$ cat config.mk
export PLATFORM = sky130hd
export DESIGN_NAME = monitor_pin_function_select
export DESIGN_NICKNAME = d
export VERILOG_FILES = /design/src/rtl/mon_pkg.sv /design/src/rtl/limit_irq.sv /design/src/rtl/monitor_decoder.sv /design/src/rtl/monitor_pin_function_select.sv
export VERILOG_INCLUDE_DIRS = /design/src /design/src/rtl
export SDC_FILE = /design/constraint.sdc
export NUM_CORES = 1
export LEC_CHECK = 0
export BUFFER_PORTS_ARGS = -buffer_cell sky130_fd_sc_hd__buf_2
export CORE_UTILIZATION = 25
export CTS_BUF_LIST = sky130_fd_sc_hd__clkbuf_4 sky130_fd_sc_hd__clkbuf_8
export DETAILED_ROUTE_END_ITERATION = 8
export PLACE_DENSITY = 0.4
export SLEW_MARGIN = 20
export SYNTH_ARGS = -nofsm -noshare
export SYNTH_HDL_FRONTEND = slang
export SYNTH_SLANG_ARGS = --single-unit
$ cat constraint.sdc
create_clock -name clk -period 1.8 [get_ports clk]
set_input_delay 0.09 -clock clk [delete_from_list [all_inputs] [get_ports clk]]
set_output_delay 0.09 -clock clk [all_outputs]
set_load 0.01 [all_outputs]
$ cat src/rtl/mon_defs.svh
`ifndef MON_DEFS_SVH
`define MON_DEFS_SVH

// register byte addresses
`define SEL_A_ADDR 8'h00
`define SEL_B_ADDR 8'h04
`define STATUS_ADDR 8'h08
`define MASK_ADDR 8'h0c
`define FLAG_ADDR 8'h10
`define LIMIT_ADDR 8'h14

// select field positions (low bit of each 3-bit field)
`define PIN1_SEL_LSB 1
`define PIN2_SEL_LSB 5
`define PIN3_SEL_LSB 2
`define PIN4_SEL_LSB 5

// writable bits of the select registers and reset values of the select, status and mask registers
`define SEL_A_MASK 8'hee
`define SEL_B_MASK 8'hfc
`define SEL_A_RESET 8'h00
`define SEL_B_RESET 8'h00
`define STATUS_RESET 8'h00
`define MASK_RESET 8'h00

// status layout: over-limit rise per pin, then under-limit rise per pin
`define STAT_OV_LSB 0
`define STAT_UV_LSB 4

`endif

$ cat src/rtl/mon_pkg.sv
package mon_pkg;

  typedef enum logic [2:0] {
    MODE_SENSE_A = 3'h0,
    MODE_SENSE_B = 3'h1,
    MODE_POS_OV = 3'h2,
    MODE_POS_UV = 3'h3,
    MODE_NEG_OV = 3'h4,
    MODE_NEG_UV = 3'h5,
    MODE_FLAG = 3'h6,
    MODE_FLAG_INV = 3'h7
  } mon_mode_t;

endpackage

$ cat src/rtl/limit_irq.sv
`include "mon_defs.svh"
`timescale 1ns/10ps
`default_nettype none
module limit_irq (
  input wire logic clk, // device clock
  input wire logic nrst, // sync reset, active low
  input wire logic [3:0] ov_level, // over-limit per pin
  input wire logic [3:0] uv_level, // under-limit per pin
  input wire logic status_wr, // write one to clear
  input wire logic mask_wr, // mask write
  input wire logic [7:0] wdata, // write data
  output logic [7:0] status, // sticky events
  output logic [7:0] mask, // interrupt enables
  output logic irq // level interrupt
);
  import mon_pkg::*;

  logic [3:0] ov_prev;
  logic [3:0] uv_prev;
  logic [7:0] events;
  logic [7:0] next_status;
  logic [7:0] next_mask;

  always_comb begin
    events = 8'h00;
    events[`STAT_OV_LSB +: 4] = ov_level & ~ov_prev;
    events[`STAT_UV_LSB +: 4] = uv_level & ~uv_prev;
    next_status = status;
    if (status_wr) begin
      next_status = status & ~wdata;
    end
    // a rise in the clearing cycle is kept
    next_status = next_status | events;
    next_mask = mask_wr ? wdata : mask;
  end

  always_ff @(posedge clk) begin
    if (!nrst) begin
      ov_prev <= 4'h0;
      uv_prev <= 4'h0;
      status <= `STATUS_RESET;
      mask <= `MASK_RESET;
    end else begin
      ov_prev <= ov_level;
      uv_prev <= uv_level;
      status <= next_status;
      mask <= next_mask;
    end
  end

  assign irq = |(status & mask);

endmodule
`default_nettype wire

$ cat src/rtl/monitor_decoder.sv
`timescale 1ns/10ps
`default_nettype none
module monitor_decoder (
  input wire logic clk, // device clock
  input wire logic nrst, // sync reset, active low
  input wire mon_pkg::mon_mode_t mode, // select code of this pin
  input wire logic above_1v15, // pin above 1.15 V
  input wire logic above_1v25, // pin above 1.25 V
  input wire logic above_1v35, // pin above 1.35 V
  output logic flag, // general flag
  output logic ov, // over-limit
  output logic uv // under-limit
);
  import mon_pkg::*;

  logic lo;
  logic hi;
  logic [2:0] below_val;
  logic [2:0] above_val;
  logic [2:0] next_fou;

  always_comb begin
    lo = 1'b0;
    hi = 1'b0;
    below_val = 3'h0;
    above_val = 3'h0;
    case (mode)
      MODE_POS_OV: begin
        lo = ~above_1v15;
        hi = above_1v25;
        above_val = 3'h6;
      end
      MODE_POS_UV: begin
        lo = ~above_1v25;
        hi = above_1v35;
        below_val = 3'h1;
        above_val = 3'h4;
      end
      MODE_NEG_OV: begin
        lo = ~above_1v25;
        hi = above_1v35;
        below_val = 3'h2;
        above_val = 3'h4;
      end
      MODE_NEG_UV: begin
        lo = ~above_1v15;
        hi = above_1v25;
        above_val = 3'h5;
      end
      MODE_FLAG: begin
        lo = ~above_1v15;
        hi = above_1v25;
        above_val = 3'h4;
      end
      MODE_FLAG_INV: begin
        lo = ~above_1v15;
        hi = above_1v25;
        below_val = 3'h4;
      end
      default: begin
      end
    endcase
  end

  // inside the hysteresis band the last decision holds
  always_comb begin
    if (mode == MODE_SENSE_A || mode == MODE_SENSE_B) begin
      next_fou = 3'h0;
    end else if (hi) begin
      next_fou = above_val;
    end else if (lo) begin
      next_fou = below_val;
    end else begin
      next_fou = {flag, ov, uv};
    end
  end

  always_ff @(posedge clk) begin
    if (!nrst) begin
      {flag, ov, uv} <= 3'h0;
    end else begin
      {flag, ov, uv} <= next_fou;
    end
  end

endmodule
`default_nettype wire

$ cat src/rtl/monitor_pin_function_select.sv
// The implementer's own choices: the register offsets and the strobed register port.
`include "mon_defs.svh"
`timescale 1ns/10ps
`default_nettype none
module monitor_pin_function_select (
  input wire logic clk, // device clock, 100 MHz
  input wire logic nrst, // sync reset, active low
  input wire logic [7:0] addr, // register byte address
  input wire logic [7:0] wdata, // write data
  input wire logic wr_en, // write strobe
  input wire logic rd_en, // read strobe
  output logic [7:0] rdata, // read data, cycle after rd_en
  input wire logic [3:0] pin_level, // digital level of each pin
  input wire logic [3:0] above_1v15, // comparator per pin
  input wire logic [3:0] above_1v25, // comparator per pin
  input wire logic [3:0] above_1v35, // comparator per pin
  input wire logic power_good_in, // power good from fault logic
  output logic pin4_out, // pin four drive value
  output logic pin4_oe, // pin four output enable
  output logic mains_sense_input_one, // sense input one
  output logic mains_sense_input_two, // sense input two
  output logic power_on_request, // power-on request, high = on
  output logic [3:0] flag_out, // general flag per pin
  output logic [3:0] over_limit_output, // ov per pin
  output logic [3:0] under_limit_output, // uv per pin
  output logic irq // interrupt, high active
);
  import mon_pkg::*;

  logic [7:0] sel_a;
  logic [7:0] sel_b;
  logic [7:0] next_sel_a;
  logic [7:0] next_sel_b;
  logic [7:0] next_rdata;
  logic [7:0] status;
  logic [7:0] mask;
  logic pin1_select_bit2, pin1_select_bit1, pin1_select_bit0;
  logic pin2_select_bit2, pin2_select_bit1, pin2_select_bit0;
  logic pin3_select_bit2, pin3_select_bit1, pin3_select_bit0;
  logic pin4_select_bit2, pin4_select_bit1, pin4_select_bit0;
  mon_mode_t mode [4];
  logic next_sense_one;
  logic next_sense_two;
  logic next_power_on_request;
  logic next_pin4_out;
  logic next_pin4_oe;

  assign {pin1_select_bit2, pin1_select_bit1, pin1_select_bit0} =
    sel_a[`PIN1_SEL_LSB +: 3];
  assign {pin2_select_bit2, pin2_select_bit1, pin2_select_bit0} =
    sel_a[`PIN2_SEL_LSB +: 3];
  assign {pin3_select_bit2, pin3_select_bit1, pin3_select_bit0} =
    sel_b[`PIN3_SEL_LSB +: 3];
  assign {pin4_select_bit2, pin4_select_bit1, pin4_select_bit0} =
    sel_b[`PIN4_SEL_LSB +: 3];

  assign mode[0] = mon_mode_t'({pin1_select_bit2, pin1_select_bit1, pin1_select_bit0});
  assign mode[1] = mon_mode_t'({pin2_select_bit2, pin2_select_bit1, pin2_select_bit0});
  assign mode[2] = mon_mode_t'({pin3_select_bit2, pin3_select_bit1, pin3_select_bit0});
  assign mode[3] = mon_mode_t'({pin4_select_bit2, pin4_select_bit1, pin4_select_bit0});

  // register bus: reserved select bits are not stored and read as zero
  always_comb begin
    next_sel_a = sel_a;
    next_sel_b = sel_b;
    if (wr_en && addr == `SEL_A_ADDR) begin
      next_sel_a = wdata & `SEL_A_MASK;
    end
    if (wr_en && addr == `SEL_B_ADDR) begin
      next_sel_b = wdata & `SEL_B_MASK;
    end
    next_rdata = 8'h00;
    if (rd_en) begin
      case (addr)
        `SEL_A_ADDR: next_rdata = sel_a;
        `SEL_B_ADDR: next_rdata = sel_b;
        `STATUS_ADDR: next_rdata = status;
        `MASK_ADDR: next_rdata = mask;
        `FLAG_ADDR: next_rdata = {4'h0, flag_out};
        `LIMIT_ADDR: next_rdata = {under_limit_output, over_limit_output};
        default: next_rdata = 8'h00;
      endcase
    end
  end

  always_ff @(posedge clk) begin
    if (!nrst) begin
      sel_a <= `SEL_A_RESET;
      sel_b <= `SEL_B_RESET;
      rdata <= 8'h00;
    end else begin
      sel_a <= next_sel_a;
      sel_b <= next_sel_b;
      rdata <= next_rdata;
    end
  end

  // dedicated functions; inactive when the pin is a monitor
  always_comb begin
    next_sense_one = 1'b0;
    next_sense_two = 1'b0;
    next_power_on_request = 1'b0;
    next_pin4_out = 1'b0;
    next_pin4_oe = 1'b0;
    if (mode[0] == MODE_SENSE_A || mode[0] == MODE_SENSE_B) begin
      next_sense_one = pin_level[0];
    end
    if (mode[1] == MODE_SENSE_A || mode[1] == MODE_SENSE_B) begin
      next_sense_two = pin_level[1];
    end
    if (mode[2] == MODE_SENSE_A) begin
      next_power_on_request = ~pin_level[2];
    end else if (mode[2] == MODE_SENSE_B) begin
      next_power_on_request = pin_level[2];
    end
    if (mode[3] == MODE_SENSE_A || mode[3] == MODE_SENSE_B) begin
      next_pin4_oe = 1'b1;
      next_pin4_out = power_good_in;
    end
  end

  always_ff @(posedge clk) begin
    if (!nrst) begin
      mains_sense_input_one <= 1'b0;
      mains_sense_input_two <= 1'b0;
      power_on_request <= 1'b0;
      pin4_out <= 1'b0;
      pin4_oe <= 1'b0;
    end else begin
      mains_sense_input_one <= next_sense_one;
      mains_sense_input_two <= next_sense_two;
      power_on_request <= next_power_on_request;
      pin4_out <= next_pin4_out;
      pin4_oe <= next_pin4_oe;
    end
  end

  // one threshold decoder per pin; codes 000/001 hold it cleared
  genvar gi;
  generate
    for (gi = 0; gi < 4; gi++) begin : g_pin
      monitor_decoder u_dec (
        .clk(clk),
        .nrst(nrst),
        .mode(mode[gi]),
        .above_1v15(above_1v15[gi]),
        .above_1v25(above_1v25[gi]),
        .above_1v35(above_1v35[gi]),
        .flag(flag_out[gi]),
        .ov(over_limit_output[gi]),
        .uv(under_limit_output[gi])
      );
    end
  endgenerate

  limit_irq u_irq (
    .clk(clk),
    .nrst(nrst),
    .ov_level(over_limit_output),
    .uv_level(under_limit_output),
    .status_wr(wr_en && addr == `STATUS_ADDR),
    .mask_wr(wr_en && addr == `MASK_ADDR),
    .wdata(wdata),
    .status(status),
    .mask(mask),
    .irq(irq)
  );

endmodule
`default_nettype wire

# ---- After elaboration in Yosys (flattened, before gate mapping)
# Index checks and enable logic that the tools add are counted.
dict set report op_classes {
  reduce_logical 38
  eq_ne 33
  bitwise_logic 18
  n_mux 29
}
# op count
set ops {}
lappend ops {{3-bit case mux with 3 select lines} 8}
lappend ops {{3-bit == test (second input constant)} 16}
lappend ops {{8-bit case mux with 6 select lines} 1}
lappend ops {{3-bit by 2-bit == test with 1-bit output (second input constant)} 8}
lappend ops {{3-bit 2-to-1 mux} 8}
lappend ops {{8-bit bitwise AND} 2}
lappend ops {{8-bit by 4-bit == test with 1-bit output (second input constant)} 2}
lappend ops {{8-bit by 5-bit == test with 1-bit output (second input constant)} 2}
lappend ops {{1-bit case mux with 2 select lines} 8}
lappend ops {{2-bit OR reduction} 8}
lappend ops {{4-bit OR reduction} 4}
lappend ops {{3-bit by 1-bit == test with 1-bit output (second input constant)} 4}
lappend ops {{3-bit zero test} 4}
lappend ops {{3-bit OR reduction} 4}
lappend ops {{1-bit NOT} 10}
lappend ops {{4-bit bitwise AND} 2}
lappend ops {{8-bit by 3-bit == test with 1-bit output (second input constant)} 1}
lappend ops {{8-bit zero test} 1}
lappend ops {{8-bit 2-to-1 mux} 1}
lappend ops {{4-bit NOT} 2}
lappend ops {{8-bit NOT} 1}
lappend ops {{8-bit bitwise OR} 1}
lappend ops {{2-bit AND reduction} 4}
lappend ops {{2-bit nonzero test} 4}
lappend ops {{other kinds (4)} 12}
dict set report word_totals {
  word_cells 142
  out_inout_bits 26
  regBits 61
  input_bits 37
}

# ---- Longest topological paths before layout
# Gate-level depths: netlist (run 1).
dict set report logic_depth {
  word_depth 5
  ltp_mapped 7
  depth_no_buf 4
}

# ---- Hierarchy
# Synthesis (run 1) repeated with hierarchy kept, for this count alone.
dict set report hier_totals {
  cells_unflattened 352
  hier_area_um2 3353.2
}
# mod instances cells_per_inst seq_area_each_um2 area_per_inst_um2
set by_module_without_submodules {}
lappend by_module_without_submodules {monitor_pin_function_select 1 128 500.5 1326.3}
lappend by_module_without_submodules {monitor_decoder 4 36 60.1 284.0}
lappend by_module_without_submodules {limit_irq 1 80 480.5 890.9}

# ---- Worst setup path before layout (run 1)
# Ideal clock, no wire load.
dict set report synth_path {
  path_type {register to register}
  start {register sel_a[7]}
  end {register g_pin[1].u_dec.flag}
  period_less_slack_ps 1382
  setup_time_ps 128
  path_stages_with_launch 5
  t_arrival_ps 1254
  path_buffers 1
  setup_slack_ps 418
  cell_sequence {dfxtp_1 -> buf_4 -> or3b_2 -> a221oi_1 -> a211oi_1}
}
dict set report synth_between {
  elab_chain_cells 4
}
# item line_no
set synth_rtl {}
lappend synth_rtl {{from (decl)} monitor_pin_function_select.sv:30} ;# logic [7:0] sel_a;
lappend synth_rtl {{from (signal assigned)} monitor_pin_function_select.sv:88} ;# sel_a <= `SEL_A_RESET;
lappend synth_rtl {{from (signal assigned)} monitor_pin_function_select.sv:92} ;# sel_a <= next_sel_a;
lappend synth_rtl {{3-bit by 2-bit == test with 1-bit output / 3-bit == test (equally long branches)} monitor_decoder.sv:27} ;# case (mode)
lappend synth_rtl {{3-bit OR reduction (no source line), or another cell as far along} --}
lappend synth_rtl {{3-bit case mux with 3 select lines, or another cell as far along} monitor_decoder.sv:27}
lappend synth_rtl {{3-bit 2-to-1 mux / 2-bit nonzero test (equally long branches)} --}
lappend synth_rtl {{to (signal assigned)} monitor_decoder.sv:82} ;# {flag, ov, uv} <= next_fou;
lappend synth_rtl {{to (decl)} monitor_decoder.sv:10} ;# output logic flag,
# Parallel ways exist; a longest one is shown, timed or not. The select of a mux whose other input is x is not followed.
# A chain may end at the register's enable or synchronous reset.

# ---- Worst setup path after layout (run 1)
dict set report layout_path {
  start {register sel_a[2]}
  end {register g_pin[0].u_dec.ov}
}
dict set report layout_between {
  elab_chain_cells 4
}
# item line_no
set layout_rtl {}
lappend layout_rtl {{3-bit by 2-bit == test with 1-bit output / 3-bit == test (equally long branches)} monitor_decoder.sv:27}
lappend layout_rtl {{3-bit OR reduction (no source line), or another cell as far along} --}
lappend layout_rtl {{3-bit case mux with 3 select lines, or another cell as far along} monitor_decoder.sv:27}
lappend layout_rtl {{3-bit 2-to-1 mux / 2-bit nonzero test (equally long branches)} --}
lappend layout_rtl {{to (signal assigned)} monitor_decoder.sv:82}
lappend layout_rtl {{to (decl)} monitor_decoder.sv:11} ;# output logic ov,
# Parallel ways exist; a longest one is shown, timed or not. The select of a mux whose other input is x is not followed.

==> results of run 1 <==
==> cell families after synthesis <==
logic type,synth area share [%]
buffers and inverters,8.624
AND/OR/NAND/NOR,22.31
multiplexers,8.346
XOR/XNOR,0.2769
flip-flops,38.61
AO/OA/AOI/OAI,21.84
==> layout by cell type, fill, tap and decap left out, types with 2 or more instances in the layout <==
cell type,n
a2111oi_0,2
a211oi_1,6
a21boi_0,8
a21oi_1,8
a22o_1,3
a22oi_1,8
a2bb2oi_1,2
a41o_1,2
and2_1,10
and3_1,5
buf_2,61
buf_4,19
bufinv_16,2
clkbuf_8,11
clkinv_2,2
dfxtp_1,61
dlygate4sd3_1,4
inv_1,16
mux2_2,3
mux2i_1,14
mux4_2,4
nand2_1,16
nand2b_1,11
nand3_1,29
nand3b_1,2
nand4_1,4
nor2_1,18
nor2b_1,14
nor3_1,3
o211a_1,2
o211ai_1,3
o21a_1,8
o21ai_0,35
o22ai_1,5
or3b_2,2
==> routing by layer <==
metal / GRT usage, % / vias up / share of wire [%] / routed length (um)
met4: 6.147 / 0 / 1.7 / 157
met2: 22.95 / 66 / 45 / 4075
met5: 0 / - / 0 / 0
met3: 3.017 / 11 / 4.3 / 383
li1: - / 1412 / - / -
met1: 19.35 / 1320 / 49 / 4367
==> flip-flops by register name (all words and copies together) (netlist names) <==
name / cells
g_pin.u_dec.uv: 4
u_irq.ov_prev: 4
rdata: 8
mains_sense_input_two: 1
pin4_out: 1
mains_sense_input_one: 1
u_irq.status: 8
g_pin.u_dec.ov: 4
power_on_request: 1
sel_b: 6
g_pin.u_dec.flag: 4
sel_a: 6
u_irq.mask: 8
pin4_oe: 1
u_irq.uv_prev: 4
==> critical path: stages, from the launching register on <==
cell,delay [ps]
dfxtp_1,640
mux2i_1,170
mux2i_1,150
nor2_1,290
mux2i_1,220
==> power breakdown <==
part	switching (mW)	internal (mW)	leakage (nW)
sequential	0.00198	1.36	0.493
combinational	0.113	0.0860	0.967
clock	0.553	0.866	0.120
==> worst max path at each step <==
stage,start,endpoint,slack [ps]
6_report,sel_a[2],g_pin[0].u_dec.ov,250
5_1_grt,sel_b[3],g_pin[2].u_dec.uv,100
3_5_place_dp,sel_a[2],g_pin[0].u_dec.ov,280
2_1_floorplan,sel_a[7],g_pin[1].u_dec.flag,420
4_1_cts,sel_a[2],g_pin[0].u_dec.ov,250
3_3_place_gp,sel_a[2],g_pin[0].u_dec.ov,300
==> final cells by class <==
cell class / instances / area (um2) / area share [%]
Tap cell: 168 / 210.2 / 5.393
Clock buffer: 12 / 158.9 / 4.077
Clock inverter: 4 / 70.07 / 1.798
Sequential cell: 61 / 1221 / 31.33
Multi-Input combinational cell: 248 / 1669 / 42.82
Inverter: 16 / 60.06 / 1.541
Timing Repair Buffer: 85 / 508.0 / 13.03
==> timing repair <==
action | CTS | global route
hold endpoints to repair | 4 | 0
hold buffers | 4 | 0
gates resized for setup | 0 | 0
==> summary.md, run 1 <==
| Metric | Value |
|---|---|
| FF-to-FF path depth | 4 |
| Fmax achieved | approximately 650 MHz |
| Most frequent cells after synthesis | dfxtp_1 (61), o21ai_0 (35), nand3_1 (29) |
| Origin of the critical flop-to-flop path | sel_a[2] |
| Reg2reg setup slack | 250 ps |
| Yosys cell types | 55 |
| Yosys warns | 0 |
| Largest net degree at the start of global routing | 19 |
| CTS Buf Count | 9 |
| Via count | ~2800 |
| Fin nets | around 460 |
| Die height | about 110 um |
| Register area share after synthesis | 38.61% |
| Layout cells sized above 1 | about a quarter |
| PwrDens | 763.7 nW/um2 |
| Post-CTS Setup Inserts | 0 |
| Final WL | 8984 um |
| Vias per cell | about 4.7 |
| Final hold vios | 0 |
| CTS tree | done |
| Synthesized instance count | between 300 and 400 |
| Initial antenna violation count | 0 |
| CP Capture Type | flip-flop |
| Top cells by area, synth | dfxtp_1 (39%), o21ai_0 (5.5%), nand3_1 (4.6%), mux2i_1 (4.4%), buf_4 (3.3%) |
| Seq cells post-synth | approximately 60 |
| Core Util, Final | 32.05% |
| P&R area growth vs syn | 23.22% |
| Synth area leader | dfxtp_1 |
| I/O pin cnt | 63 |
| Synthesized area per cell | just under 9 um2 |
| Hold Slack | 29.85 ps |
| DRC | 0 |
| Final Cell Area | around 4000 um2 |
| Dpl ws | approximately 280 ps |
| Synthesized Nets | 400 |
| Final worst setup slack | between 200 and 300 ps |
| Worst-skew pair later-pin latency | about 350 ps |
| WP data arrival | roughly 1800 ps |
| Fin crit share | 86.04% |
| Clk root buf | clkbuf_8 |
| Vias in the first global route | 2686 |
| Clk slew on worst S/H paths | 70 ps |
| Worst min-delay path endpoint | sel_a[1] |
| Min-delay src | wdata[1] |
| H-Tree Depth | 3 |
| Buffers on Ports | 61 |
| Final Max Tran Viols | 0 |
| Post-synth EDFFs | 0 |
| Diodes inserted | 0 |
| Max FO, Critical Path | 14 |
| GPL Wtd Cong | 0.7196 |
| VDD IR-drop max | ~0.00028 V |
| Initial cell density of the core | about a quarter |
| Worst rel slew slack | about 66% |
| Setup violations, final | 0 |
| Setup TNS | 0 ps |
| Asr flop ratio synth | 0% |
| Final Critical Period | 1549 ps |
| TritonRoute pass-1 iters | 4 |
| Leakage dissipation | 1.579 nW |
| Clock skew | approximately 8 ps |
| Post-Layout Cell Count | between 500 and 600 |
| FP Rows | 40 |
| RSZ-0062 raised after global routing | false |
| Setup CP Type | flip-flop to flip-flop |
| Hold Path Class | primary input to flip-flop |
| CORE AREA | ~12000 um2 |
| Clk buf depth | 2 |
| Total clock sinks | a little over 60 |
| Total power draw | 2.977 mW |
| Slew @ Worst Pin | just under 500 ps |
| DR iter-0 viols | about 90 |
| First-pass GRT wire length | roughly 14000 um |
| Hold Path Depth | 3 |
| Count leader, synth | dfxtp_1 |
| WL per Instance | 15.12 um |
| Detailed placement HPWL | about 6700 um |
| Overflow after GRT | 0 |
| R2R Path End | g_pin[0].u_dec.ov |
| Synth Flop Type | dfxtp_1 |
| Mapped Area | 3163 um2 |
| Tot GR Track Use | 14.59% |
| Status | finished, final reports clean |
| CP startpoint kind | flip-flop |
| Die area | 13110 um2 |
| Required @ worst endpoint | ~2100 ps |
| Placed cell count | around 570 |
| Share of the synthesized area in the top cell type | 38.61% |
| DIE WIDTH | roughly 110 um |
| Maxcap violations | 0 |
| Post-DRT Antenna Nets | 0 |
| Fillers | 1307 |
| Placed cell areas | ~3600 um2 |
Power figures use the tool's default switching activity.
==> inputs of run 2 (changes only) <==
- PLACE_DENSITY: 0.4 -> 0.39
- SYNTH_HIERARCHICAL: default -> 1
==> run 2 against run 1 <==
  * Critical path type is now flip-flop to primary output
  * Cell area up 6.8%
  * Global-route usage decreased by 0.51 points
  * Sequential cell count did not move
==> summary.md, run 2 <==
| Metric | Value |
|---|---|
| Count leader, synth | dfxtp_1 |
| VDD IR-drop max | 0.0002651 V |
| Required @ worst endpoint | roughly 1700 ps |
| Mux contribution to synthesized area | about 11% |
| Hold Path Class | primary input to flip-flop |
| Largest net degree at the start of global routing | 24 |
| GPL Wtd Cong | 0.7462 |
| Synthesized Nets | 389 |
| Asr flop ratio synth | 0% |
| Leakage dissipation | about 1.6 nW |
| Detailed placement HPWL | ~7000 um |
| Fmax achieved | slightly below 700 MHz |
| P&R area growth vs syn | 24.14% |
| Regs by FF count | rdata x8, u_irq/mask x8, u_irq/status x8 |
| Overflow after GRT | 0 |
| P_int | ~2 mW |
| Buffers on Ports | between 60 and 70 |
| Most frequent cells in the layout | dfxtp_1 (61), buf_2 (61), nor2b_1 (29) |
| Most frequent cells after synthesis | dfxtp_1 (61), nor2b_1 (29), mux2i_1 (28) |
| Yosys cell types | 48 |
| PwrDens | approximately 640 nW/um2 |
| Worst-skew pair later-pin latency | 330 ps |
| Diodes inserted | 0 |
| Clock share of power | between 40% and 50% |
| DRC | 0 |
| CTS tree | done |
| Post-Layout Cell Count | between 600 and 700 |
| Final hold vios | 0 |
| Net Sw Power | between 0.6 and 0.7 mW |
| Placed cell count | ~590 |
| CP startpoint kind | flip-flop |
| DIE WIDTH | roughly 120 um |
| Yosys warns | 6 |
| Vias per cell | 4.790 |
| Final Max Tran Viols | 0 |
| Mapped Area | 3353 um2 |
| Fin nets | 471 |
| Worst-path cell chain | a22oi_1, nand4_1, buf_2 |
| Crit-path max cell delay | 320 ps |
| Setup violations, final | 0 |
| WP data arrival | 1360 ps |
| DR iter-0 viols | 134 |
| Tot GR Track Use | ~14% |
| Final Critical Period | around 1400 ps |
| FP Rows | between 40 and 50 |
| Initial antenna violation count | 0 |
| Fillers | 1390 |
| Clk root buf | clkbuf_8 |
| TritonRoute pass-1 iters | 5 |
| Die height | 117.8 um |
| Vias in the first global route | roughly 2900 |
| RSZ-0062 raised after global routing | false |
| Synth Area in Compound Gates | around a fifth |
| Synth Flop Type | dfxtp_1 |
| Share of the synthesized area in the top cell type | 36.42% |
| Setup TNS | 0 ps |
| I/O pin cnt | between 60 and 70 |
| Slew @ Worst Pin | roughly 480 ps |
| Seq cells post-synth | a little over 60 |
| Register area share after synthesis | a little over a third |
| Initial cell density of the core | 26.15% |
| First-pass GRT wire length | ~15000 um |
| Die area | approximately 14000 um2 |
| Switching Fraction | a little under a quarter |
| Sequential group share of total power | 50.7% |
| H-Tree Depth | 3 |
| Post-synth EDFFs | 0 |
| CTS Buf Count | 9 |
| Max FO, Critical Path | 3 |
| Comb power frac | roughly 7% |
| Clk buf depth | 2 |
| Post-DRT Antenna Nets | 0 |
| CORE AREA | approximately 13000 um2 |
| Post-synthesis simple-gate area fraction | between 20% and 30% |
| Synth area leader | dfxtp_1 |
| Top cells by area, synth | dfxtp_1 (36%), mux2i_1 (8.4%), nor2b_1 (5.4%), mux2_2 (3.0%), a21oi_1 (2.8%) |
| Fin crit share | between 80% and 90% |
| WL per Instance | between 15 and 20 um |
| Synthesized instance count | 352 |
| Reg2reg setup slack | 360 ps |
| Worst rel slew slack | around two thirds |
| Post-Synth Adder-Cell Area | 0% |
| Clock skew | 7.440 ps |
| Total clock sinks | between 60 and 70 |
| CP max stage cell | dfxtp_1 |
| Status | finished, final reports clean |
| Combinational family with the most area after synthesis | simple AND/OR/NAND/NOR gates |
| Setup CP Type | flip-flop to primary output |
| Clk slew on worst S/H paths | 70 ps |
| Maxcap violations | 0 |
| XOR/XNOR Fraction of Synth Area | less than 1% |
| Via count | around 3000 |
| Synthesized area per cell | roughly 9.5 um2 |
| CP Capture Type | primary output |
| Final WL | between 9000 and 10000 um |
| Layout cells sized above 1 | 29.68% |
run 2: cell types whose count changed after synthesis, sizes merged, moves of 10 or more:
cell / delta
clkbuf: -11
mux2i: +14
nor2b: +15
nand4b: +10
nand3: -29
a21oi: +11
nand3b: +10
run 2: cells by family after synthesis:
kind of cell | after synthesis
buffers and inverters | 26
AO/OA/AOI/OAI | 95
AND/OR/NAND/NOR | 132
XOR/XNOR | 1
multiplexers | 37
flip-flops | 61
run 2: stage by stage:
step           total power [mW]  hold WS (ps)  area, um2  util [%]  setup WS, ps
3_3_place_gp              1.574         290.2       3948     30.78         259.7
3_5_place_dp              1.576         297.5       3948     30.78         248.3
5_1_grt                   2.814         42.57       4163     32.46         196.6
6_report                  2.677         35.80       4163     32.46         350.7
2_1_floorplan             1.465         211.7       3353         -         309.5
4_1_cts                   2.724         19.20       4163     32.46         348.6
run 2: cell type report:
cell class | count | area, um2 | area share, %
Timing Repair Buffer | 89 | 523.0 | 12.56
Tap cell | 172 | 215.2 | 5.170
Clock inverter | 3 | 20.02 | 0.4809
Clock buffer | 12 | 165.2 | 3.968
Inverter | 8 | 30.03 | 0.7214
Multi-Input combinational cell | 265 | 1988 | 47.76
Sequential cell | 61 | 1221 | 29.34
run 2: power groups by stage:
stage	clock network (mW)	registers [mW]	logic [mW]
2_1_floorplan	0	1.39	0.0730
3_3_place_gp	0	1.39	0.186
3_5_place_dp	0	1.39	0.187
4_1_cts	1.17	1.36	0.193
5_1_grt	1.25	1.36	0.208
6_report	1.13	1.36	0.190
run 2: metal layers:
| metal | global-route usage (%) | vias to the layer above | routed length, um |
|---|---|---|---|
| li1 | - | 1477 | - |
| met1 | 19.69 | 1386 | 4737 |
| met2 | 21.54 | 50 | 4184 |
| met3 | 2.616 | 9 | 309 |
| met4 | 4.808 | 0 | 104 |
| met5 | 0 | - | 0 |
run 2: path summary, 6_finish.rpt:
check,to,depth (start not counted),start
worst max-delay path,irq,3,u_irq/status[1]
worst min-delay path,u_irq/mask[0],3,wdata[0]
worst max register to register,g_pin[2].u_dec/ov,4,sel_b[4]
worst min register to register,g_pin[0].u_dec/flag,2,g_pin[0].u_dec/flag
run 2: repair_timing:
action                                 CTS  global route
endpoints found under the hold margin    3             0
hold buffers                             3             0
gates resized for setup                  0             0
buffers inserted                         0             0
run 2: worst max-delay path: cells and delay by family, from the launching register on:
| family | cells | cell delay (ps) |
|---|---|---|
| flops | 1 | 320 |
| compound gates | 1 | 300 |
| simple gates | 1 | 220 |
| buf+inv | 1 | 190 |
==> inputs of run 3 (changes only) <==
- ABC_AREA: default -> 1
- PLACE_DENSITY: 0.39 -> 0.41
- clock period: 1.8 -> 1.3 ns (I/O delays scaled with it)
==> run 3 against run 2 <==
  * Worst hold slack got worse by 6.5 ps
  * First-iteration DRC count fell by 19%
  * Power grew 54%
  * Synthesized area fell by 0.45%
  * Setup slack got worse by 250 ps
  * Sequential power increased by 37%
  * Highest routed layer unchanged
  * Clock power increased by 76%
  * Register-to-register slack lost 240 ps
  * Critical path depth grew 2
  * Combinational power up 36%
  * Global-route usage increased by 0.81 points
  * Sequential share of layout area fell by 0.050 points
==> summary.md, run 3 <==
| Metric | Value |
|---|---|
| Yosys warns | 6 |
| Die height | ~120 um |
| Sequential group share of total power | 45.4% |
| Hold Path Depth | 3 |
| P&R area growth vs syn | 27.47% |
| Synthesized instance count | around 500 |
| Total clock sinks | 61 |
| Status | finished, final reports clean |
| First-pass GRT wire length | ~16000 um |
| Count leader, synth | nand2_1 |
| Reg2reg setup slack | 120 ps |
| Placed cell areas | 3946 um2 |
| Vias per cell | 4.303 |
| Vias in the first global route | ~3200 |
| Core Util, Final | 33.18% |
| Layout cells sized above 1 | 27.61% |
| Maxcap violations | 0 |
| Min-delay src | wdata[1] |
| Regs by FF count | rdata x8, u_irq/mask x8, u_irq/status x8 |
| Asr flop ratio synth | 0% |
| Dpl ws | roughly 45 ps |
| Origin of the critical flop-to-flop path | sel_a[2] |
| Most frequent cells in the layout | nand2_1 (126), nor2_1 (87), buf_2 (61) |
| Mapped Area | between 3000 and 4000 um2 |
| Final Max Tran Viols | 0 |
| H-Tree Depth | 3 |
| WP data arrival | 1130 ps |
| P_int | between 3 and 4 mW |
| Hold Path Class | primary input to flip-flop |
| CP startpoint kind | flip-flop |
| FP Rows | roughly 40 |
| Required @ worst endpoint | 1240 ps |
| Fmax achieved | around 840 MHz |
| Worst-skew pair later-pin latency | between 300 and 400 ps |
| Top cells by area, synth | dfxtp_1 (37%), nand2_1 (14%), nor2_1 (9.8%), nand3_1 (9.0%), inv_1 (5.4%) |
| CTS Buf Count | 9 |
| Setup CP Type | flip-flop to primary output |
| Diodes inserted | 0 |
| Setup violations, final | 0 |
| Synth Flop Type | dfxtp_1 |
| FF-to-FF path depth | 8 |
| Initial antenna violation count | 0 |
| Overflow after GRT | 0 |
| Clk buf depth | 2 |
| Most frequent cells after synthesis | nand2_1 (126), nor2_1 (87), dfxtp_1 (61) |
| R2R Path End | g_pin[0].u_dec/flag |
| Comb power frac | around 6.3% |
| Largest net degree at the start of global routing | 18 |
| CP Capture Type | primary output |
| Final worst setup slack | slightly above 100 ps |
| Net Sw Power | 0.9256 mW |
| Final WL | 9796 um |
| CTS tree | done |
| Post-synth EDFFs | 0 |
| Share of the synthesized area in the top cell type | 36.58% |
| Most common cell after layout, fill and taps aside | nand2_1 |
| Post-CTS Setup Inserts | 0 |
| Yosys cell types | 28 |
| Fin nets | 626 |
| Die area | ~14000 um2 |
| Final Cell Area | roughly 4300 um2 |
| VDD IR-drop max | 0.0003187 V |
| DRC | 0 |
| DIE WIDTH | roughly 120 um |
| Clk root buf | clkbuf_8 |
| I/O pin cnt | 63 |
| Register area share after synthesis | between 30% and 40% |
| Synthesized Nets | 538 |
| Switching Fraction | between 20% and 30% |
| Buffers on Ports | between 60 and 70 |
| Initial cell density of the core | 26.03% |
| GPL Wtd Cong | just over 0.8 |
| Max FO, Critical Path | 3 |
| Clock skew | around 11 ps |
| TritonRoute pass-1 iters | 4 |
| Via count | 3296 |
| Leakage dissipation | about 2.1 nW |
| Synth area leader | dfxtp_1 |
| Placed cell count | approximately 750 |
| RSZ-0062 raised after global routing | true |
| Worst min-delay path endpoint | u_irq/mask[1] |
| Total power draw | 4.124 mW |
| Clk slew on worst S/H paths | 70 ps |
| DR iter-0 viols | roughly 110 |
| CORE AREA | 12820 um2 |
| Clock share of power | roughly half |
| Fin crit share | between 90 and 100% |
| Final hold vios | 0 |
| Detailed placement HPWL | between 7000 and 8000 um |
| Seq cells post-synth | 61 |
| Final Critical Period | ~1200 ps |
| Tot GR Track Use | 14.90% |
| WL per Instance | 12.79 um |
| Worst rel slew slack | approximately 75% |
| PwrDens | 969.1 nW/um2 |
| Slew @ Worst Pin | between 300 and 400 ps |
| Post-Layout Cell Count | roughly 770 |
| Synthesized area per cell | ~6.7 um2 |
| Post-DRT Antenna Nets | 0 |
-- run 3: cell types whose count changed after synthesis, moves of 28 or more --
cell and delta:
nand2_1 +119, nand3_1 +60, nor2_1 +73, nor2b_1 -29, mux2i_1 -28, inv_1 +40
-- run 3: logic make-up (layout without fill, tap and decap cells) --
logic type             count (synthesis)  in the layout  share of synthesized area (%)
AO/OA/AOI/OAI                         42             42                          7.497
XOR/XNOR                               1              1                         0.2624
buffers and inverters                 70            163                          10.83
AND/OR/NAND/NOR                      327            327                          44.83
flip-flops                            61             61                          36.58
-- run 3: stage by stage --
step                      hold WS, ps  TNS [ps]
after CTS                       11.09         0
after global placement          273.6         0
after global routing            17.83    -17.05
final                           29.30         0
after detailed placement        277.3         0
after floorplan                 176.0         0
-- run 3: final cells by class --
cell class                 instances  area (um2)
inverter                          56       222.7
sequential                        61        1246
clock inverter                     3       67.56
timing repair buffer              91       565.5
tap                              172       215.2
multi-input combinational        370        1772
clock buffer                      13       166.4
fill                            1423        8569
-- run 3: worst max-delay path, cell delays in order, from the launching register on --
cell,delay (ps)
dfxtp_1,320
nand2_1,80
nand2_1,70
nor2_1,80
nand2_1,80
buf_2,150
-- run 3: per-layer routing --
layer  GRT usage, %  routed length, um
met1          19.32               4887
met5              0                  0
met2          24.22               4387
met3          3.682                427
met4          4.567                 93
-- run 3: worst max path at each step --
stage | to | cells after the start | from
floorplan | g_pin[2].u_dec/flag | 10 | sel_b[2]
global placement | g_pin[0].u_dec/flag | 9 | sel_a[2]
detailed placement | g_pin[0].u_dec/flag | 9 | sel_a[2]
CTS | g_pin[0].u_dec/flag | 9 | sel_a[2]
global route | g_pin[1].u_dec/flag | 8 | sel_a[6]
finish | irq | 5 | u_irq/status[0]
-- run 3: timing repair --
action / CTS / global route
hold buffers: 4 / 0
endpoints found under the setup margin: 0 / 11
resized for setup: 0 / 18
hold endpoints to repair: 4 / 0
-- run 3: power by group through the flow --
stage	registers (mW)	logic, mW	clock network [mW]
final	1.87	0.258	1.99
after global routing	1.87	0.287	2.13
after CTS	1.88	0.264	2.05
after detailed placement	1.92	0.253	0
after global placement	1.92	0.250	0
after floorplan	1.93	0.0984	0
